`src/rtl/cfd_consts.svh`:
```
/*
  Constants of the condition and field decoder: flag positions, field codes,
  opcode groups and register offsets.
  Assumes inclusion by the package and the decoder module only.
*/
`ifndef CFD_CONSTS_SVH
`define CFD_CONSTS_SVH

// ------------------------------------------------------------------
// Flag positions in the 4-bit condition flag field
// ------------------------------------------------------------------
`define FLAG_C          0
`define FLAG_V          1
`define FLAG_Z          2
`define FLAG_N          3

// ------------------------------------------------------------------
// Opcode groups (bits 15..12)
// ------------------------------------------------------------------
`define GRP_IMM_BIT     4'h0
`define GRP_COND_MISC   4'h5
`define GRP_BRANCH      4'h6
`define GRP_UNASSIGNED  4'hA
`define GRP_COPROC      4'hF

// ------------------------------------------------------------------
// Field codes
// ------------------------------------------------------------------
`define COND_ALWAYS     4'h0
`define COND_NEVER      4'h1
`define SZ_BYTE         2'h0
`define SZ_WORD         2'h1
`define SZ_LONG         2'h2
`define SZ_NONE         2'h3
`define XFER_NONE       3'h0
`define XFER_W_TO_REG   3'h4
`define XFER_L_TO_REG   3'h5
`define XFER_W_TO_MEM   3'h6
`define XFER_L_TO_MEM   3'h7
`define EA_MODE_EXT     3'h7
`define EA_MODE_ADDR    3'h1
`define IMM_STATIC_BIT  3'h4
`define IMM_RESERVED    3'h7
`define BOUNDS_TAG      3'h3
`define CP_BRANCH_TAG   2'h1

// ------------------------------------------------------------------
// APB register map (byte addresses) and reset values
// ------------------------------------------------------------------
`define REG_CTRL        8'h00
`define REG_STATUS      8'h04
`define REG_COUNT       8'h08
`define CTRL_RESET      2'h3
`define CTRL_DEC_EN     0
`define CTRL_CP_EN      1

`endif

```
`src/rtl/cfd_pkg.sv`:
```
/*
  Types of the condition and field decoder.
  Assumes cfd_consts.svh is on the include path.
*/
`include "cfd_consts.svh"

package cfd_pkg;

  typedef enum logic [3:0] {
    cond_always                 = `COND_ALWAYS,
    cond_never                  = `COND_NEVER,
    cond_unsigned_higher        = 4'h2,
    cond_unsigned_lower_or_same = 4'h3,
    cond_carry_clear            = 4'h4,
    cond_carry_set              = 4'h5,
    cond_not_equal              = 4'h6,
    cond_equal                  = 4'h7,
    cond_overflow_clear         = 4'h8,
    cond_overflow_set           = 4'h9,
    cond_plus                   = 4'hA,
    cond_minus                  = 4'hB,
    cond_signed_ge              = 4'hC,
    cond_signed_less            = 4'hD,
    cond_signed_greater         = 4'hE,
    cond_signed_le              = 4'hF
  } cond_t;

  typedef enum logic [1:0] {
    size_byte = `SZ_BYTE,
    size_word = `SZ_WORD,
    size_long = `SZ_LONG,
    size_none = `SZ_NONE
  } size_t;

  typedef enum logic [1:0] {
    bit_test_op   = 2'h0,
    bit_toggle_op = 2'h1,
    bit_clear_op  = 2'h2,
    bit_set_op    = 2'h3
  } bit_op_t;

  typedef enum logic [2:0] {
    transfer_none       = `XFER_NONE,
    transfer_word_to_reg = `XFER_W_TO_REG,
    transfer_long_to_reg = `XFER_L_TO_REG,
    transfer_word_to_mem = `XFER_W_TO_MEM,
    transfer_long_to_mem = `XFER_L_TO_MEM
  } transfer_direction_field_t;

  typedef enum logic [3:0] {
    ea_data_reg    = 4'h0,
    ea_addr_reg    = 4'h1,
    ea_indirect    = 4'h2,
    ea_postinc     = 4'h3,
    ea_predec      = 4'h4,
    ea_disp        = 4'h5,
    ea_indexed     = 4'h6,
    ea_abs_short   = 4'h7,
    ea_abs_long    = 4'h8,
    ea_pc_disp     = 4'h9,
    ea_pc_index    = 4'hA,
    ea_immediate   = 4'hB,
    ea_invalid     = 4'hC
  } ea_kind_t;

  typedef struct packed {
    logic                      valid;
    logic                      cond_true;
    logic                      cond_illegal;
    logic [3:0]                group;
    logic                      route_coproc;
    logic                      unassigned;
    logic                      size_valid;
    size_t                     size;
    logic                      bit_valid;
    bit_op_t                   bit_op;
    logic                      xfer_valid;
    transfer_direction_field_t xfer;
    ea_kind_t                  ea_kind;
    logic [2:0]                ea_reg;
  } decode_t;

endpackage : cfd_pkg

```
`src/rtl/condition_and_field_decoder.sv`:
```
/*
  Condition and field decoder: evaluates condition codes against the flags
  and decodes the size, bit-operation, transfer and addressing fields of a
  first instruction word, with an APB slave for control and status.
  Assumes opcode words and flags come from logic on clk_sys_in.
*/
// Added by the designer: the register offsets and register access over APB.
`timescale 1ns/1ns
`default_nettype none
`include "cfd_consts.svh"

// Operation
// - Codes 1100..1111 compare N with V, greater-than and less-or-equal forms also use Z.
// - Code 0000 always true, 0001 false; illegal in branch and coproc branch.
// - Immediate and bounds size field: 00 byte, 01 word, 10 long.
// - Dynamic bit type field: 00 test, 01 change, 10 clear, 11 set.
// - Transfer mode 100..111: word/long, memory-to-register or register-to-memory.
// - Bits 15..12 select group; 1111 goes to coprocessor, 1010 unassigned. The code routes 1111 only while CTRL_CP_EN is set, else marks it unassigned.
// - Mode 111 uses register field for absolute, PC-relative or immediate.
module condition_and_field_decoder
  import cfd_pkg::*;
(
  // Clock and reset
  input  wire logic        clk_sys_in,
  input  wire logic        rst_in,
  // Fetch pipeline
  input  wire logic        op_valid_in,
  input  wire logic [15:0] op_word_in,
  input  wire logic [3:0]  flags_in,
  // Execution control
  output var decode_t      dec_out,
  // APB slave
  input  wire logic        psel_in,
  input  wire logic        penable_in,
  input  wire logic        pwrite_in,
  input  wire logic [7:0]  paddr_in,
  input  wire logic [31:0] pwdata_in,
  output logic [31:0]      prdata_out,
  output logic             pready_out,
  output logic             pslverr_out
);

  // ------------------------------------------------------------------
  // Field extraction
  // ------------------------------------------------------------------
  logic [1:0]  ctrl;
  logic [31:0] count;
  logic [3:0]  group;
  logic [2:0]  ea_mode;
  logic [2:0]  ea_reg;
  logic        is_cp_branch;
  logic        is_grp0;
  logic [3:0]  code;
  logic        fn;
  logic        fz;
  logic        fv;
  logic        fc;
  logic        fire;
  decode_t     next_dec;

  assign group        = op_word_in[15:12];
  assign ea_mode      = op_word_in[5:3];
  assign ea_reg       = op_word_in[2:0];
  assign is_grp0      = (group == `GRP_IMM_BIT);
  assign is_cp_branch = (group == `GRP_COPROC) && (op_word_in[8:7] == `CP_BRANCH_TAG);
  assign code         = is_cp_branch ? op_word_in[3:0] : op_word_in[11:8];
  assign fn           = flags_in[`FLAG_N];
  assign fz           = flags_in[`FLAG_Z];
  assign fv           = flags_in[`FLAG_V];
  assign fc           = flags_in[`FLAG_C];
  assign fire         = op_valid_in && ctrl[`CTRL_DEC_EN];

  // ------------------------------------------------------------------
  // Condition evaluation
  // ------------------------------------------------------------------
  function automatic logic cond_eval(input logic [3:0] c, input logic n,
                                     input logic z, input logic v, input logic k);
    logic r;
    r = 1'b0;
    case (cond_t'(c))
      cond_always:                 r = 1'b1;
      cond_never:                  r = 1'b0;
      cond_unsigned_higher:        r = !k && !z;
      cond_unsigned_lower_or_same: r = k || z;
      cond_carry_clear:            r = !k;
      cond_carry_set:              r = k;
      cond_not_equal:              r = !z;
      cond_equal:                  r = z;
      cond_overflow_clear:         r = !v;
      cond_overflow_set:           r = v;
      cond_plus:                   r = !n;
      cond_minus:                  r = n;
      cond_signed_ge:              r = (n == v);
      cond_signed_less:            r = (n != v);
      cond_signed_greater:         r = (n == v) && !z;
      cond_signed_le:              r = z || (n != v);
      default:                     r = 1'b0;
    endcase
    return r;
  endfunction : cond_eval

  // ------------------------------------------------------------------
  // Field decode
  // ------------------------------------------------------------------
  always_comb begin
    next_dec              = '0;
    next_dec.valid        = fire;
    next_dec.group        = group;
    next_dec.cond_true    = cond_eval(code, fn, fz, fv, fc);
    next_dec.cond_illegal = ((group == `GRP_BRANCH) || is_cp_branch) &&
                            (code[3:1] == 3'h0);
    next_dec.route_coproc = (group == `GRP_COPROC) && ctrl[`CTRL_CP_EN];
    next_dec.unassigned   = (group == `GRP_UNASSIGNED) ||
                            ((group == `GRP_COPROC) && !ctrl[`CTRL_CP_EN]);
    next_dec.size         = size_none;
    next_dec.bit_op       = bit_test_op;
    next_dec.xfer         = transfer_none;
    if (is_grp0 && !op_word_in[8] && (op_word_in[11:9] != `IMM_STATIC_BIT) &&
        (op_word_in[11:9] != `IMM_RESERVED) && (op_word_in[7:6] != `SZ_NONE)) begin
      next_dec.size_valid = 1'b1;
      next_dec.size       = size_t'(op_word_in[7:6]);
    end else if (is_grp0 && !op_word_in[11] && (op_word_in[8:6] == `BOUNDS_TAG) &&
                 (op_word_in[10:9] != `SZ_NONE)) begin
      next_dec.size_valid = 1'b1;
      next_dec.size       = size_t'(op_word_in[10:9]);
    end
    if (is_grp0 && op_word_in[8]) begin
      if (ea_mode == `EA_MODE_ADDR) begin
        next_dec.xfer_valid = 1'b1;
        next_dec.xfer       = transfer_direction_field_t'(op_word_in[8:6]);
      end else begin
        next_dec.bit_valid  = 1'b1;
        next_dec.bit_op     = bit_op_t'(op_word_in[7:6]);
      end
    end
    next_dec.ea_reg = ea_reg;
    if (ea_mode != `EA_MODE_EXT) begin
      next_dec.ea_kind = ea_kind_t'({1'b0, ea_mode});
    end else begin
      case (ea_reg)
        3'h0:    next_dec.ea_kind = ea_abs_short;
        3'h1:    next_dec.ea_kind = ea_abs_long;
        3'h2:    next_dec.ea_kind = ea_pc_disp;
        3'h3:    next_dec.ea_kind = ea_pc_index;
        3'h4:    next_dec.ea_kind = ea_immediate;
        default: next_dec.ea_kind = ea_invalid;
      endcase
    end
  end

  // ------------------------------------------------------------------
  // Decode output register
  // ------------------------------------------------------------------
  always_ff @(posedge clk_sys_in) begin
    if (rst_in) begin
      dec_out <= '0;
    end else begin
      dec_out <= next_dec;
    end
  end

  // ------------------------------------------------------------------
  // APB slave
  // ------------------------------------------------------------------
  logic apb_take;
  logic apb_done;
  logic addr_ok;

  assign apb_take = psel_in && penable_in && !pready_out;
  assign apb_done = psel_in && penable_in && pready_out;
  assign addr_ok  = (paddr_in == `REG_CTRL) || (paddr_in == `REG_STATUS) ||
                    (paddr_in == `REG_COUNT);

  always_ff @(posedge clk_sys_in) begin
    if (rst_in) begin
      pready_out  <= 1'b0;
      pslverr_out <= 1'b0;
      prdata_out  <= 32'h0000_0000;
    end else begin
      pready_out  <= apb_take;
      pslverr_out <= apb_take && !addr_ok;
      prdata_out  <= 32'h0000_0000;
      if (apb_take && !pwrite_in) begin
        case (paddr_in)
          `REG_CTRL:   prdata_out <= {30'h0000_0000, ctrl};
          `REG_STATUS: prdata_out <= {{(32 - $bits(decode_t)){1'b0}}, dec_out};
          `REG_COUNT:  prdata_out <= count;
          default:     prdata_out <= 32'h0000_0000;
        endcase
      end
    end
  end

  // Control: decode enable and coprocessor routing enable
  always_ff @(posedge clk_sys_in) begin
    if (rst_in) begin
      ctrl <= `CTRL_RESET;
    end else if (apb_done && pwrite_in && (paddr_in == `REG_CTRL)) begin
      ctrl <= pwdata_in[1:0];
    end
  end

  // Decoded word counter; a count in the clearing cycle is kept
  always_ff @(posedge clk_sys_in) begin
    if (rst_in) begin
      count <= 32'h0000_0000;
    end else if (apb_done && pwrite_in && (paddr_in == `REG_COUNT)) begin
      count <= fire ? 32'h0000_0001 : 32'h0000_0000;
    end else if (fire) begin
      count <= count + 32'h0000_0001;
    end
  end
endmodule : condition_and_field_decoder
`default_nettype wire

```
`config.mk`:
```
export PLATFORM = sky130hd
export DESIGN_NAME = condition_and_field_decoder
export DESIGN_NICKNAME = d
export VERILOG_FILES = /design/src/rtl/cfd_pkg.sv /design/src/rtl/condition_and_field_decoder.sv
export VERILOG_INCLUDE_DIRS = /design/src /design/src/rtl
export SDC_FILE = /design/constraint.sdc
export NUM_CORES = 1
export LEC_CHECK = 0
export ABC_AREA = 1
export BUFFER_PORTS_ARGS = -buffer_cell sky130_fd_sc_hd__buf_4
export CAP_MARGIN = 40
export CELL_PAD_IN_SITES_DETAIL_PLACEMENT = 1
export CELL_PAD_IN_SITES_GLOBAL_PLACEMENT = 2
export CORE_MARGIN = 4
export CORE_UTILIZATION = 27
export CTS_CLUSTER_SIZE = 28
export DETAILED_ROUTE_END_ITERATION = 10
export PLACE_DENSITY_LB_ADDON = 0.1
export SLEW_MARGIN = 15
export SYNTH_ARGS = -nofsm -noshare
export SYNTH_HDL_FRONTEND = slang
export SYNTH_SLANG_ARGS = --single-unit
```
`constraint.sdc`:
```
create_clock -name clk_sys_in -period 2.5 [get_ports clk_sys_in]
set_clock_uncertainty 0.2 [all_clocks]
set_input_delay 0.25 -clock clk_sys_in [delete_from_list [all_inputs] [get_ports clk_sys_in]]
set_output_delay 0.25 -clock clk_sys_in [all_outputs]
set_load 0.05 [all_outputs]
```
# Yosys cells after proc, flatten, opt, wreduce, memory -nomap -nowiden
# Index checks and enable logic that the tools add are counted.
[word_totals] reg_bits=94 input_bits=66 output_inout_bits=60 wordCells=120
[op_classes] n_addsub=1 eq_ne=34 muxes=12 bitwise=3 reduce_logical=50
[op_table] operator="$pmux 32 s3" n=1
[op_table] operator="$mux 32" n=2
[op_table] operator="$eq 4x4->1 const B" n=10
[op_table] operator="$add 32x1->32 const B" n=1
[op_table] operator="$logic_and 1x1->1" n=23
[op_table] operator="$eq 4x3->1 const B" n=5
[op_table] operator="$pmux 4 s5" n=1
[op_table] operator="$pmux 1 s16" n=1
[op_table] operator="$mux 3" n=4
[op_table] operator="$logic_not 1->1" n=10
[op_table] operator="$eq 3x2->1 const B" n=3
[op_table] operator="$ne 3x3->1 const B" n=3
[op_table] operator="$eq 4x2->1 const B" n=2
[op_table] operator="$eq 8x3->1 const B" n=1
[op_table] operator="$eq 8x4->1 const B" n=1
[op_table] operator="$logic_not 4->1" n=2
[op_table] operator="$logic_not 8->1" n=1
[op_table] operator="$mux 4" n=2
[op_table] operator="$eq 3x1->1 const B" n=2
[op_table] operator="$logic_not 3->1" n=2
[op_table] operator="$logic_or 1x1->1" n=6
[op_table] operator="$reduce_or 2->1" n=3
[op_table] operator="$reduce_or 3->1" n=2
[op_table] operator="$eq 4x1->1 const B" n=1
[op_table] operator="8 further kinds" n=11

# Longest topological paths before layout
# Gate-level depths: netlist of the first run.
[logic_depth] depth_word=6 depth_mapped=14 depth_no_buf=14

# Least setup slack after synthesis of the first run
# No wires, ideal clock.
[synth_path] path_type="input port to flip-flop" startpoint="input paddr_in[1]" endpoint="register count[11]" setup_time_ns=0.117 arrival_ns=1.636 required_time_ns=2.183 slack_ns=0.547 stages=8 path_buffers=1 path_cell_list="or2_1 -> nor4_4 -> nand2_4 -> nand2_2 -> inv_2 -> buf_2 -> o21ai_0 -> nor2_1"
[synth_between] elab_chain_cells=3 word_cells_on_any_way=4 cone_classes="eq/ne: 1; mux: 1; reduce/logical: 2"
[synth_rtl] item="start: declaration" line="condition_and_field_decoder.sv:36" text="input wire logic [7:0] paddr_in,"
[synth_rtl] item="$eq 8x4->1 *"
[synth_rtl] item="$logic_and 1x1->1 *" line="condition_and_field_decoder.sv:207" text="end else if (apb_done && pwrite_in && (paddr_in == `REG_COUNT)) begin"
[synth_rtl] item="$mux 32 / $reduce_bool 2->1 (equally long branches)"
[synth_rtl] item="end signal: assignment" line="condition_and_field_decoder.sv:208" text="count <= fire ? 32'h0000_0001 : 32'h0000_0000;"
[synth_rtl] item="end signal: assignment" line="condition_and_field_decoder.sv:210" text="count <= count + 32'h0000_0001;"
[synth_rtl] item="end: declaration" line="condition_and_field_decoder.sv:47" text="logic [31:0] count;"
# Mark *: on every way between the ends. The rest lies on a longest branch, timed or not.
# A chain may end at the register's enable or synchronous reset.

# Worst setup path after layout of the first run
[layout_path] startpoint="input penable_in" endpoint="register prdata_out[1]"
[layout_between] elab_chain_cells=5
[layout_rtl] item="start: declaration" line="condition_and_field_decoder.sv:34" text="input wire logic penable_in,"
[layout_rtl] item="$logic_and 1x1->1 (2 in a row)" line="condition_and_field_decoder.sv:169" text="assign apb_take = psel_in && penable_in && !pready_out;"
[layout_rtl] item="$logic_and 1x1->1" line="condition_and_field_decoder.sv:183" text="if (apb_take && !pwrite_in) begin"
[layout_rtl] item="$not 1->1 (no line)"
[layout_rtl] item="$reduce_or 2->1 (no line)"
[layout_rtl] item="end signal: assignment" line="condition_and_field_decoder.sv:185" text="`REG_CTRL: prdata_out <= {30'h0000_0000, ctrl};"
[layout_rtl] item="end signal: assignment" line="condition_and_field_decoder.sv:186" text="`REG_STATUS: prdata_out <= {{(32 - $bits(decode_t)){1'b0}}, dec_out};"
[layout_rtl] item="end signal: assignment" line="condition_and_field_decoder.sv:187" text="`REG_COUNT: prdata_out <= count;"
[layout_rtl] item="end: declaration" line="condition_and_field_decoder.sv:38" text="output logic [31:0] prdata_out,"
# Every way passes these cells.

==> results of run 1 <==
routing by layer:
metal  wire length [microns]  track usage [%]  part of all wire [%]
met4                     167             3.97                   1.1
met5                       0                0                     0
met3                     647             4.01                   4.4
met2                    7060             29.2                    48
met1                    6740             22.0                    46
worst paths after layout:
kind | from | end | cells after the start
max | penable_in | prdata_out[1]$_SDFF_PP0_ | 12
min | op_word_in[9] | dec_out[14]$_SDFF_PP0_ | 3
max reg2reg | count[0]$_SDFFE_PP0P_ | count[25]$_SDFFE_PP0P_ | 10
min reg2reg | dec_out[4]$_SDFF_PP0_ | prdata_out[4]$_SDFF_PP0_ | 2
power by group:
group	total (mW)	internal (mW)	switching (mW)	leakage [nW]
Sequential	1.53	1.52	0.0136	0.762
Clock	1.50	0.886	0.616	0.157
Combinational	0.305	0.113	0.192	1.56
worst min-delay path: stages:
cell,delay [ps]
sky130_fd_sc_hd__buf_4,110
sky130_fd_sc_hd__o22ai_1,90
sky130_fd_sc_hd__nor2_1,80
cell usage after synthesis (all sizes together):
library cell  instances  share of area, %
a21o                  1              0.18
a21oi                47               5.7
a311oi                1              0.21
a31oi                 3              0.45
a41oi                 1              0.21
and2                  1              0.15
and3                  1              0.15
buf                   4              0.54
clkbuf                6              0.54
clkinv                2              0.18
dfxtp                94                45
ha                    1              0.30
inv                  73               6.6
nand2               173                16
nand3                39               4.7
nand3b                3              0.54
nand4                17               2.6
nor2                 74               7.0
nor3                 24               2.9
nor3b                 1              0.18
nor4                  4              0.97
o2111ai               1              0.21
o211ai                2              0.36
o21a                  1              0.18
o21ai                14               1.7
o21bai                1              0.18
o22ai                 2              0.30
o311ai                1              0.21
o31ai                 1              0.18
or2                   1              0.15
xor2                  5               1.1
final cells by class:
| class | instances | area share (%) |
|---|---|---|
| multi-input cells | 420 | 34.4 |
| flip-flops and latches | 94 | 33.2 |
| repair buffers | 128 | 17.6 |
| inverters | 75 | 4.96 |
| well taps | 188 | 4.15 |
| clock buffers | 10 | 4.04 |
| clock inverters | 6 | 1.68 |
logic make-up after synthesis:
group | count (synthesis) | synth area share, %
xor gates and xnor gates | 5 | 1.06
adders and majority gates | 1 | 0.302
DFF | 94 | 45.4
AOI/OAI and AO/OA | 76 | 10.0
buffers and inverters | 85 | 7.87
and+or+nand+nor | 338 | 35.4
per-stage QoR:
stage | hold slack [ps] | cell area, sq um | worst slack (ps) | total power [mW] | util [%]
final | 9.15 | 5670 | 206 | 3.34 | 37.5
after global routing | 23.3 | 5670 | 3.23 | 3.48 | 37.5
after CTS | 2.01 | 5660 | 181 | 3.39 | 37.4
after detailed placement | 262 | 5180 | 253 | 1.85 | 34.2
after global placement | 260 | 5180 | 308 | 1.85 | 34.2
after floorplan | 133 | 4150 | 547 | 1.72 | -
timing repair:
action                                  4_1_cts  5_1_grt
hold endpoints to repair                     17        0
hold buffers                                 16        0
endpoints found under the setup margin        0        9
resized for setup                             0        2
state kept, by name (all words and copies together) (netlist names):
name and flops:
ctrl 2, count 32, pready_out 1, dec_out 26, prdata_out 32, pslverr_out 1
==> impl_summary.log, run 1 <==
INFO  metric grt_antenna_before_repair = 0
INFO  metric path_buf_inv = 7
INFO  metric drtAntennaViolNets = 0
INFO  metric clock_tree.htree_level_count = 3
INFO  metric tritonroute_pass_1_iters = 4
INFO  metric multiInputGateArea = 1950 sq um
INFO  metric postCtsSetupBuffers = 0
INFO  metric layout.cells.most_common_list = sky130_fd_sc_hd__nand2_1, sky130_fd_sc_hd__buf_4, sky130_fd_sc_hd__dfxtp_1, sky130_fd_sc_hd__nor2_1, sky130_fd_sc_hd__inv_1
INFO  metric design.final.nets = 795
INFO  metric cpMaxStageDelayCell = sky130_fd_sc_hd__dlygate4sd3_1
INFO  metric postSynthCellCount = 599
INFO  metric track_usage = 17.1%
INFO  metric fp.coreArea = 15100 sq um
INFO  metric syn-num-nets = 666
INFO  metric status = finished clean
INFO  metric layout_worst_path_cycle_share = 91.8%
INFO  metric power_density = 588 nW/um^2
INFO  metric finalCriticalPeriod = 2290 ps
INFO  metric clk_root_buffer_cell = sky130_fd_sc_hd__clkbuf_16
INFO  metric seq_area_frac_synth = 45.4%
INFO  metric power.ir.vdd_worst = 0.364 mV
INFO  metric grt_setup_unrepaired = false
INFO  metric num-fill-cells = 1906
INFO  metric worst_setup_path_end_kind = flip-flop
INFO  metric drt_first_iter_violations = 240
INFO  metric detailroute.via_count = 4336
INFO  metric netlist_area = 4150 sq um
INFO  metric max-cap-violations = 0
INFO  metric final_hold_viol_count = 0
INFO  metric cp_arrival = 2390 ps
INFO  metric worst_ep_required_time = 2600 ps
INFO  metric tritoncts_num_sinks = 94
INFO  metric grt_pass1_vias = 4635
INFO  metric stdcell_count = 921
INFO  metric syn-mean-instance-area = 6.93 sq um
INFO  metric grt_remaining_overflow = 0
INFO  metric insertion_delay = 350 ps
INFO  metric first_pass_grt_wire_length = 23.9 mm
INFO  metric die_width = 132 microns
INFO  metric leakagePower = 2.48 nW
INFO  metric hold_path.class = in -> reg
INFO  metric synthDistinctLibCells = 38
INFO  metric timing.max_slew.rel_slack = 69.6%
INFO  metric seqCellArea = 1880 sq um
INFO  metric cts_buffers = 9
INFO  metric setup.worst_path.class = in -> reg
INFO  metric place_congestion = 0.812
INFO  metric io_buffers = 95
INFO  metric timing_worst_slew_pin_value = 453 ps
INFO  metric grt_max_degree = 23
INFO  metric setup_viol = 0
INFO  metric fp-row-count = 45
INFO  metric post-place-cells = 889
INFO  metric worst_path_dominant_cell_family = buffers and inverters
INFO  metric synth-seq-cells = 94
INFO  metric crit_chain = dlygate4sd3_1 > buf_4 > nand2_1 > dlygate4sd3_1 > nor3_2 > inv_1 > nor2_1 > nand2_1 > buf_4 > inv_1 > nand2_1 > inv_1
INFO  metric slowest_delay = 580 ps
INFO  metric cp-start-kind = input pin
INFO  metric fmaxAchievable = 0.436 GHz
INFO  metric count_of_antenna_diodes_in_the_layout = 0
INFO  metric die-area = 17400 sq um
INFO  metric drt-wirelength-per-cell = 15.9 microns
INFO  metric ff2ff_setup_slack = 240 ps
INFO  metric mostFrequentLayoutCell = sky130_fd_sc_hd__nand2_1
INFO  metric detail_route.drc_violations = 0
INFO  metric worst_setup_hold_path_clk_slew = 70 ps
INFO  metric flow.area_growth_from_synthesis = 36.8%
INFO  metric routed_wire_length = 14.6 mm
INFO  metric count_of_boundary_i_o_pins = 126
INFO  metric ys.warnings.count = 0
INFO  metric timing.setup.tns = 0 ps
INFO  metric start_util = 27.4%
INFO  metric tritoncts_clock_tree = yes
INFO  metric dp.final_hpwl = 11.7 mm
INFO  metric slew_viol_final = 0
INFO  metric clock_tree.buffer_depth = 2
INFO  metric routed_via_density = 4.71
INFO  metric die_y = 132 microns
INFO  metric final_layout_size_suffix_gt1_share = 18.8%
INFO  metric critical_path.max_fanout = 14
(Power assumes the default switching activity.)
==> inputs of run 2 (changes only) <==
ABC_AREA = 0   (was 1)
CORE_UTILIZATION = 29   (was 27)
==> impl_summary.log, run 2 <==
INFO  metric grt_setup_unrepaired = false
INFO  metric layout_setup_ws = 138 ps
INFO  metric synth.most_common_cell = sky130_fd_sc_hd__dfxtp_1
INFO  metric synthDistinctLibCells = 58
INFO  metric hold_path.class = in -> reg
INFO  metric stdcell_count = 740
INFO  metric slowest_delay = 540 ps
INFO  metric layout.cells.most_common_list = sky130_fd_sc_hd__buf_4, sky130_fd_sc_hd__dfxtp_1, sky130_fd_sc_hd__nor2_1, sky130_fd_sc_hd__nand2_1, sky130_fd_sc_hd__a22oi_1
INFO  metric grt_pass1_vias = 3829
INFO  metric combinational_cell_fraction_of_total_power = 9.1%
INFO  metric reg.largest.list = count x32, prdata_out x32, dec_out x26
INFO  metric crit_chain = dlygate4sd3_1 > buf_4 > nand4_1 > nor2_1 > buf_4 > mux2i_1 > nand2_1 > o221a_1 > o211ai_1
INFO  metric design.final.nets = 626
INFO  metric io_buffers = 95
INFO  metric cpMaxStageDelayCell = sky130_fd_sc_hd__dlygate4sd3_1
INFO  metric worst_setup_path_end_kind = flip-flop
INFO  metric status = finished clean
INFO  metric cp-start-kind = input pin
INFO  metric insertion_delay = 350 ps
INFO  metric dp.final_hpwl = 9.56 mm
INFO  metric die_width = 125 microns
INFO  metric dp_slack = 39.4 ps
INFO  metric syn-mean-instance-area = 8.94 sq um
INFO  metric worst_path_dominant_cell_family = buffers and inverters
INFO  metric drt-wirelength-per-cell = 17.2 microns
INFO  metric setup_viol = 0
INFO  metric clk_root_buffer_cell = sky130_fd_sc_hd__clkbuf_16
INFO  metric path_buf_inv = 3
INFO  metric tritoncts_clock_tree = yes
INFO  metric slew_viol_final = 0
INFO  metric edff_count_synth = 0
INFO  metric timing.setup.tns = 0 ps
INFO  metric post_layout_inst_area = 5450 sq um
INFO  metric critical_path.max_fanout = 8
INFO  metric final_hold_viol_count = 0
INFO  metric tritonroute_pass_1_iters = 4
INFO  metric track_usage = 16.7%
INFO  metric path_common_cell = sky130_fd_sc_hd__buf_4
INFO  metric power_density = 617 nW/um^2
INFO  metric detailroute.via_count = 3670
INFO  metric power.share.switching = 23.4%
INFO  metric grt_max_degree = 32
INFO  metric routed_via_density = 4.96
INFO  metric cp_arrival = 2430 ps
INFO  metric post-place-cells = 710
INFO  metric count_of_antenna_diodes_in_the_layout = 0
INFO  metric fp-row-count = 42
INFO  metric syn-num-nets = 508
INFO  metric worst_setup_hold_path_clk_slew = 70 ps
INFO  metric ys_dominant_reg_cell = sky130_fd_sc_hd__dfxtp_1
INFO  metric start_util = 29.7%
INFO  metric ff2ff_setup_slack = 370 ps
INFO  metric synth_top_cells_by_count = sky130_fd_sc_hd__dfxtp_1, sky130_fd_sc_hd__nor2_1, sky130_fd_sc_hd__nand2_1
INFO  metric cell_internal_pwr = 2.57 mW
INFO  metric mostFrequentLayoutCell = sky130_fd_sc_hd__buf_4
INFO  metric setup.worst_path.class = in -> reg
INFO  metric detail_route.drc_violations = 0
INFO  metric synth-async-reset-ratio = 0%
INFO  metric finalCriticalPeriod = 2360 ps
INFO  metric clock_tree.buffer_depth = 2
INFO  metric worst_ep_required_time = 2570 ps
INFO  metric drt_first_iter_violations = 141
INFO  metric synthTopCellsByArea = sky130_fd_sc_hd__dfxtp_1, sky130_fd_sc_hd__nor2_1, sky130_fd_sc_hd__a22oi_1, sky130_fd_sc_hd__nand2_1, sky130_fd_sc_hd__xnor2_1
INFO  metric final_layout_size_suffix_gt1_share = 25.7%
INFO  metric switchingPower = 0.784 mW
INFO  metric first_pass_grt_wire_length = 20.7 mm
INFO  metric place_congestion = 0.861
INFO  metric routed_wire_length = 12.7 mm
INFO  metric die_y = 125 microns
INFO  metric leakagePower = 2.12 nW
INFO  metric dpl-instance-area = 4970 sq um
INFO  metric timing.max_slew.rel_slack = 65.4%
INFO  metric netlist_area = 3940 sq um
INFO  metric layout_worst_path_cycle_share = 94.5%
INFO  metric grt_remaining_overflow = 0
INFO  metric grt_antenna_before_repair = 0
INFO  metric drtAntennaViolNets = 0
INFO  metric cts_buffers = 9
INFO  metric postCtsSetupBuffers = 0
INFO  metric library_cell_occupying_the_most_area_in_the_post_synthesis_netlist = sky130_fd_sc_hd__dfxtp_1
INFO  metric die-area = 15500 sq um
INFO  metric postSynthCellCount = 441
INFO  metric fp.coreArea = 13300 sq um
INFO  metric synth-seq-cells = 94
INFO  metric power.ir.vdd_worst = 0.304 mV
INFO  metric yosys.area.top_type_share = 47.7%
INFO  metric flow.area_growth_from_synthesis = 38.1%
INFO  metric tritoncts_num_sinks = 94
INFO  metric clock_tree.htree_level_count = 3
INFO  metric ys.warnings.count = 0
INFO  metric fmaxAchievable = 0.423 GHz
INFO  metric sequentialPowerShare = 45.7%
INFO  metric max-cap-violations = 0
INFO  metric seq_area_frac_synth = 47.7%
INFO  metric timing_worst_slew_pin_value = 514 ps
INFO  metric count_of_boundary_i_o_pins = 126
INFO  metric power_frac_clock = 45.2%
[run 2: cell types whose count changed after synthesis, moves of 8 or more]
cell / before / now
sky130_fd_sc_hd__a21oi_1: 47 / 15
sky130_fd_sc_hd__nand3_1: 39 / 16
sky130_fd_sc_hd__nor3_1: 24 / 10
sky130_fd_sc_hd__a22oi_1: 0 / 25
sky130_fd_sc_hd__nand2b_1: 0 / 8
sky130_fd_sc_hd__inv_1: 70 / 4
sky130_fd_sc_hd__clkbuf_1: 6 / 19
sky130_fd_sc_hd__and3_1: 1 / 10
sky130_fd_sc_hd__nand4_1: 17 / 7
sky130_fd_sc_hd__nand2_1: 170 / 33
sky130_fd_sc_hd__xnor2_1: 0 / 13
sky130_fd_sc_hd__nor2b_1: 0 / 10
[run 2: worst register-to-register path, cell delays in order (launching register included)]
cell	delay, ps
sky130_fd_sc_hd__dfxtp_1	410
sky130_fd_sc_hd__nand3_1	140
sky130_fd_sc_hd__or3_1	500
sky130_fd_sc_hd__nor4_2	430
sky130_fd_sc_hd__nand3_1	150
sky130_fd_sc_hd__xor2_1	150
sky130_fd_sc_hd__nor2_1	50
[run 2: final cells by class]
| type | count | area [sq um] |
|---|---|---|
| fillers | 1531 | 7850 |
| multi-input cells | 322 | 1970 |
| flip-flops and latches | 94 | 1880 |
| inverters | 4 | 15.0 |
| well taps | 176 | 220 |
| clock inverters | 5 | 81.3 |
| repair buffers | 128 | 1020 |
| clock buffers | 11 | 253 |
[run 2: logic make-up (layout without fill, tap and decap cells)]
| group | after synthesis | count (layout) | share of synthesized area, % |
|---|---|---|---|
| xor gates and xnor gates | 25 | 25 | 5.55 |
| DFF | 94 | 94 | 47.7 |
| and+or+nand+nor | 209 | 209 | 27.7 |
| adders and majority gates | 1 | 1 | 0.317 |
| AOI/OAI and AO/OA | 82 | 82 | 15.0 |
| buffers and inverters | 25 | 148 | 2.41 |
| muxes | 5 | 5 | 1.27 |
[run 2: power by group through the flow]
stage               registers, mW  logic, mW  clock network, mW
floorplan                    1.62      0.105                  0
global placement             1.57      0.287                  0
detailed placement           1.57      0.290                  0
CTS                          1.53      0.307               1.57
global route                 1.53      0.330               1.63
finish                       1.53      0.305               1.52
[run 2: stage by stage]
stage          util (%)  hold slack, ps  power, mW
2_1_floorplan         -             122       1.72
3_3_place_gp       37.4             271       1.85
3_5_place_dp       37.4             276       1.86
4_1_cts            40.9            4.74       3.41
5_1_grt            41.0            18.8       3.49
6_report           41.0            15.9       3.36
[run 2: per-layer routing]
layer  up-vias  track usage, %  part of all wire (%)
met1      1776            20.9                    45
met3        15            2.70                   3.4
met2        66            28.3                    50
met5         -               0                     0
met4         0            7.03                   2.1
li1       1813               -                     -
[run 2: final timing paths]
check	start	end	cells past startpoint
max	op_word_in[13]	dec_out[24]$_SDFF_PP0_	9
min	rst_in	count[0]$_SDFFE_PP0P_	2
max reg2reg	count[11]$_SDFFE_PP0P_	count[31]$_SDFFE_PP0P_	6
min reg2reg	count[31]$_SDFFE_PP0P_	prdata_out[31]$_SDFF_PP0_	1
[run 2: repair_timing]
item                                    4_1_cts  5_1_grt
resized for setup                             0        2
hold buffers                                 14        0
endpoints found under the hold margin        18        0
endpoints found under the setup margin        0        1
==> inputs of run 3 (changes only) <==
SKIP_CTS_REPAIR_TIMING = 1   (was not set)
clock period = 2.25 ns   (was 2.5 ns; I/O delays follow)
==> impl_summary.log, run 3 (synthesis results as in run 2) <==
INFO  metric worst_r2r_startpoint = pready_out$_SDFF_PP0_
INFO  metric mostFrequentLayoutCell = sky130_fd_sc_hd__buf_4
INFO  metric die_y = 125 microns
INFO  metric routed_wire_length = 12.9 mm
INFO  metric die_width = 125 microns
INFO  metric fp-row-count = 42
INFO  metric flow.area_growth_from_synthesis = 41.7%
INFO  metric drt-wirelength-per-cell = 17.1 microns
INFO  metric tritonroute_pass_1_iters = 4
INFO  metric detailroute.via_count = 3765
INFO  metric layout_setup_ws = 135 ps
INFO  metric timing.reg2reg.worst_path_depth = 6
INFO  metric worst_setup_hold_path_clk_slew = 70 ps
INFO  metric power_frac_clock = 45.2%
INFO  metric die-area = 15500 sq um
INFO  metric grt_pass1_vias = 3827
INFO  metric status = complete, but fails checks
INFO  metric setup.worst_path.class = reg -> reg
INFO  metric power.ir.vdd_worst = 0.335 mV
INFO  metric grt_remaining_overflow = 0
INFO  metric finalCriticalPeriod = 2110 ps
INFO  metric start_util = 29.7%
INFO  metric design.final.nets = 642
INFO  metric cts_buffers = 9
INFO  metric place_congestion = 0.838
INFO  metric grt_setup_unrepaired = false
INFO  metric slew_viol_final = 0
INFO  metric holdWs = -6.60 ps
INFO  metric worst_ep_required_time = 2320 ps
INFO  metric layout_worst_path_cycle_share = 94.0%
INFO  metric ff2ff_setup_slack = 140 ps
INFO  metric reg2reg_to = count[12]$_SDFFE_PP0P_
INFO  metric critical_path.max_fanout = 8
INFO  metric slowest_delay = 360 ps
INFO  metric count_of_boundary_i_o_pins = 126
INFO  metric switchingPower = 0.876 mW
INFO  metric clock_tree.htree_level_count = 3
INFO  metric routed_via_density = 4.98
INFO  metric timing.setup.tns = 0 ps
INFO  metric cp-start-kind = flip-flop
INFO  metric cell_internal_pwr = 2.86 mW
INFO  metric num-fill-cells = 1538
INFO  metric track_usage = 16.6%
INFO  metric violations = negative hold slack
INFO  metric drt_first_iter_violations = 179
INFO  metric crit_chain = nand4_1 > o41ai_4 > buf_4 > nand4_4 > or3_1 > a21oi_1
INFO  metric tritoncts_clock_tree = yes
INFO  metric tritoncts_num_sinks = 94
INFO  metric insertion_delay = 350 ps
INFO  metric timing.max_slew.rel_slack = 70.8%
INFO  metric grt_antenna_before_repair = 0
INFO  metric sequentialPowerShare = 45.6%
INFO  metric stdcell_count = 756
INFO  metric clk_root_buffer_cell = sky130_fd_sc_hd__clkbuf_16
INFO  metric cpMaxStageDelayCell = sky130_fd_sc_hd__dfxtp_1
INFO  metric final_layout_size_suffix_gt1_share = 27.4%
INFO  metric hold_path.class = in -> reg
INFO  metric detail_route.drc_violations = 0
INFO  metric drtAntennaViolNets = 0
INFO  metric hold_end = dec_out[17]$_SDFF_PP0_
INFO  metric combinational_cell_fraction_of_total_power = 9.2%
INFO  metric timing_worst_slew_pin_value = 434 ps
INFO  metric first_pass_grt_wire_length = 20.6 mm
INFO  metric clock_tree.buffer_depth = 2
INFO  metric final_hold_viol_count = 1
INFO  metric count_of_antenna_diodes_in_the_layout = 0
INFO  metric max-cap-violations = 0
INFO  metric dp.final_hpwl = 9.80 mm
INFO  metric fp.coreArea = 13300 sq um
INFO  metric hold_path.startpoint = op_word_in[15]
INFO  metric leakagePower = 2.20 nW
INFO  metric final_cell_utilization_of_the_core = 42.0%
INFO  metric min_delay_path_depth = 2
INFO  metric io_buffers = 95
INFO  metric reg.largest.list = count x32, prdata_out x32, dec_out x26
INFO  metric layout.cells.most_common_list = sky130_fd_sc_hd__buf_4, sky130_fd_sc_hd__dfxtp_1, sky130_fd_sc_hd__nor2_1, sky130_fd_sc_hd__nand2_1, sky130_fd_sc_hd__a22oi_1
INFO  metric cp_arrival = 2190 ps
INFO  metric power.share.switching = 23.4%
INFO  metric worst_setup_path_end_kind = flip-flop
INFO  metric setup_viol = 0
INFO  metric dp_slack = -204 ps
INFO  metric fmaxAchievable = 0.473 GHz
INFO  metric power_density = 669 nW/um^2
INFO  metric post-place-cells = 724
INFO  metric grt_max_degree = 32
-- run 3: cell count changes in the layout (fill, tap and decap cells not counted), sizes merged --
cell / previous run / this run
buf: 114 / 128
dlygate4sd3: 14 / 16
-- run 3: area by class of cell --
type,count,area [sq um],area share (%)
Clock buffer,11,253,4.52
Clock inverter,5,81.3,1.46
Inverter,4,15.0,0.269
Multi-Input combinational cell,322,1980,35.4
Sequential cell,94,1880,33.7
Tap cell,176,220,3.94
Timing Repair Buffer,144,1160,20.7
-- run 3: critical path, delay by kind of cell, from the launching register on --
kind	cells	cell delay, ps
and+or+nand+nor	3	820
buffers and inverters	1	200
AOI/OAI and AO/OA	2	460
DFF	1	360
-- run 3: routing by layer --
layer  global-route usage (%)  up-vias  routed length [microns]
met4                     7.61        0                      329
met5                        0        -                        0
li1                         -     1845                        -
met2                     27.3       77                     6310
met3                     2.66       18                      337
met1                     21.3     1825                     5920
-- run 3: stage by stage --
step	area (sq um)	total power, mW
after CTS	5420	3.76
after global placement	5090	2.06
final	5590	3.74
after floorplan	3940	1.92
after global routing	5590	3.89
after detailed placement	5090	2.07
-- run 3: power by group through the flow --
stage,Sequential [mW],Clock [mW],Combinational [mW]
floorplan,1.80,0,0.117
global placement,1.74,0,0.323
detailed placement,1.74,0,0.327
CTS,1.70,1.73,0.328
global route,1.70,1.81,0.375
finish,1.70,1.69,0.345
-- run 3: worst max-delay path by stage --
stage                                     start                endpoint  slack [ps]  cells past startpoint
after CTS                 pready_out$_SDFF_PP0_  count[12]$_SDFFE_PP0P_         140                      6
after floorplan           pready_out$_SDFF_PP0_  count[12]$_SDFFE_PP0P_          20                      5
after global routing      pready_out$_SDFF_PP0_  count[12]$_SDFFE_PP0P_          40                      6
after global placement              paddr_in[1]  count[16]$_SDFFE_PP0P_        -130                      7
after detailed placement            paddr_in[1]  count[12]$_SDFFE_PP0P_        -200                      7
final                     pready_out$_SDFF_PP0_  count[12]$_SDFFE_PP0P_         140                      6
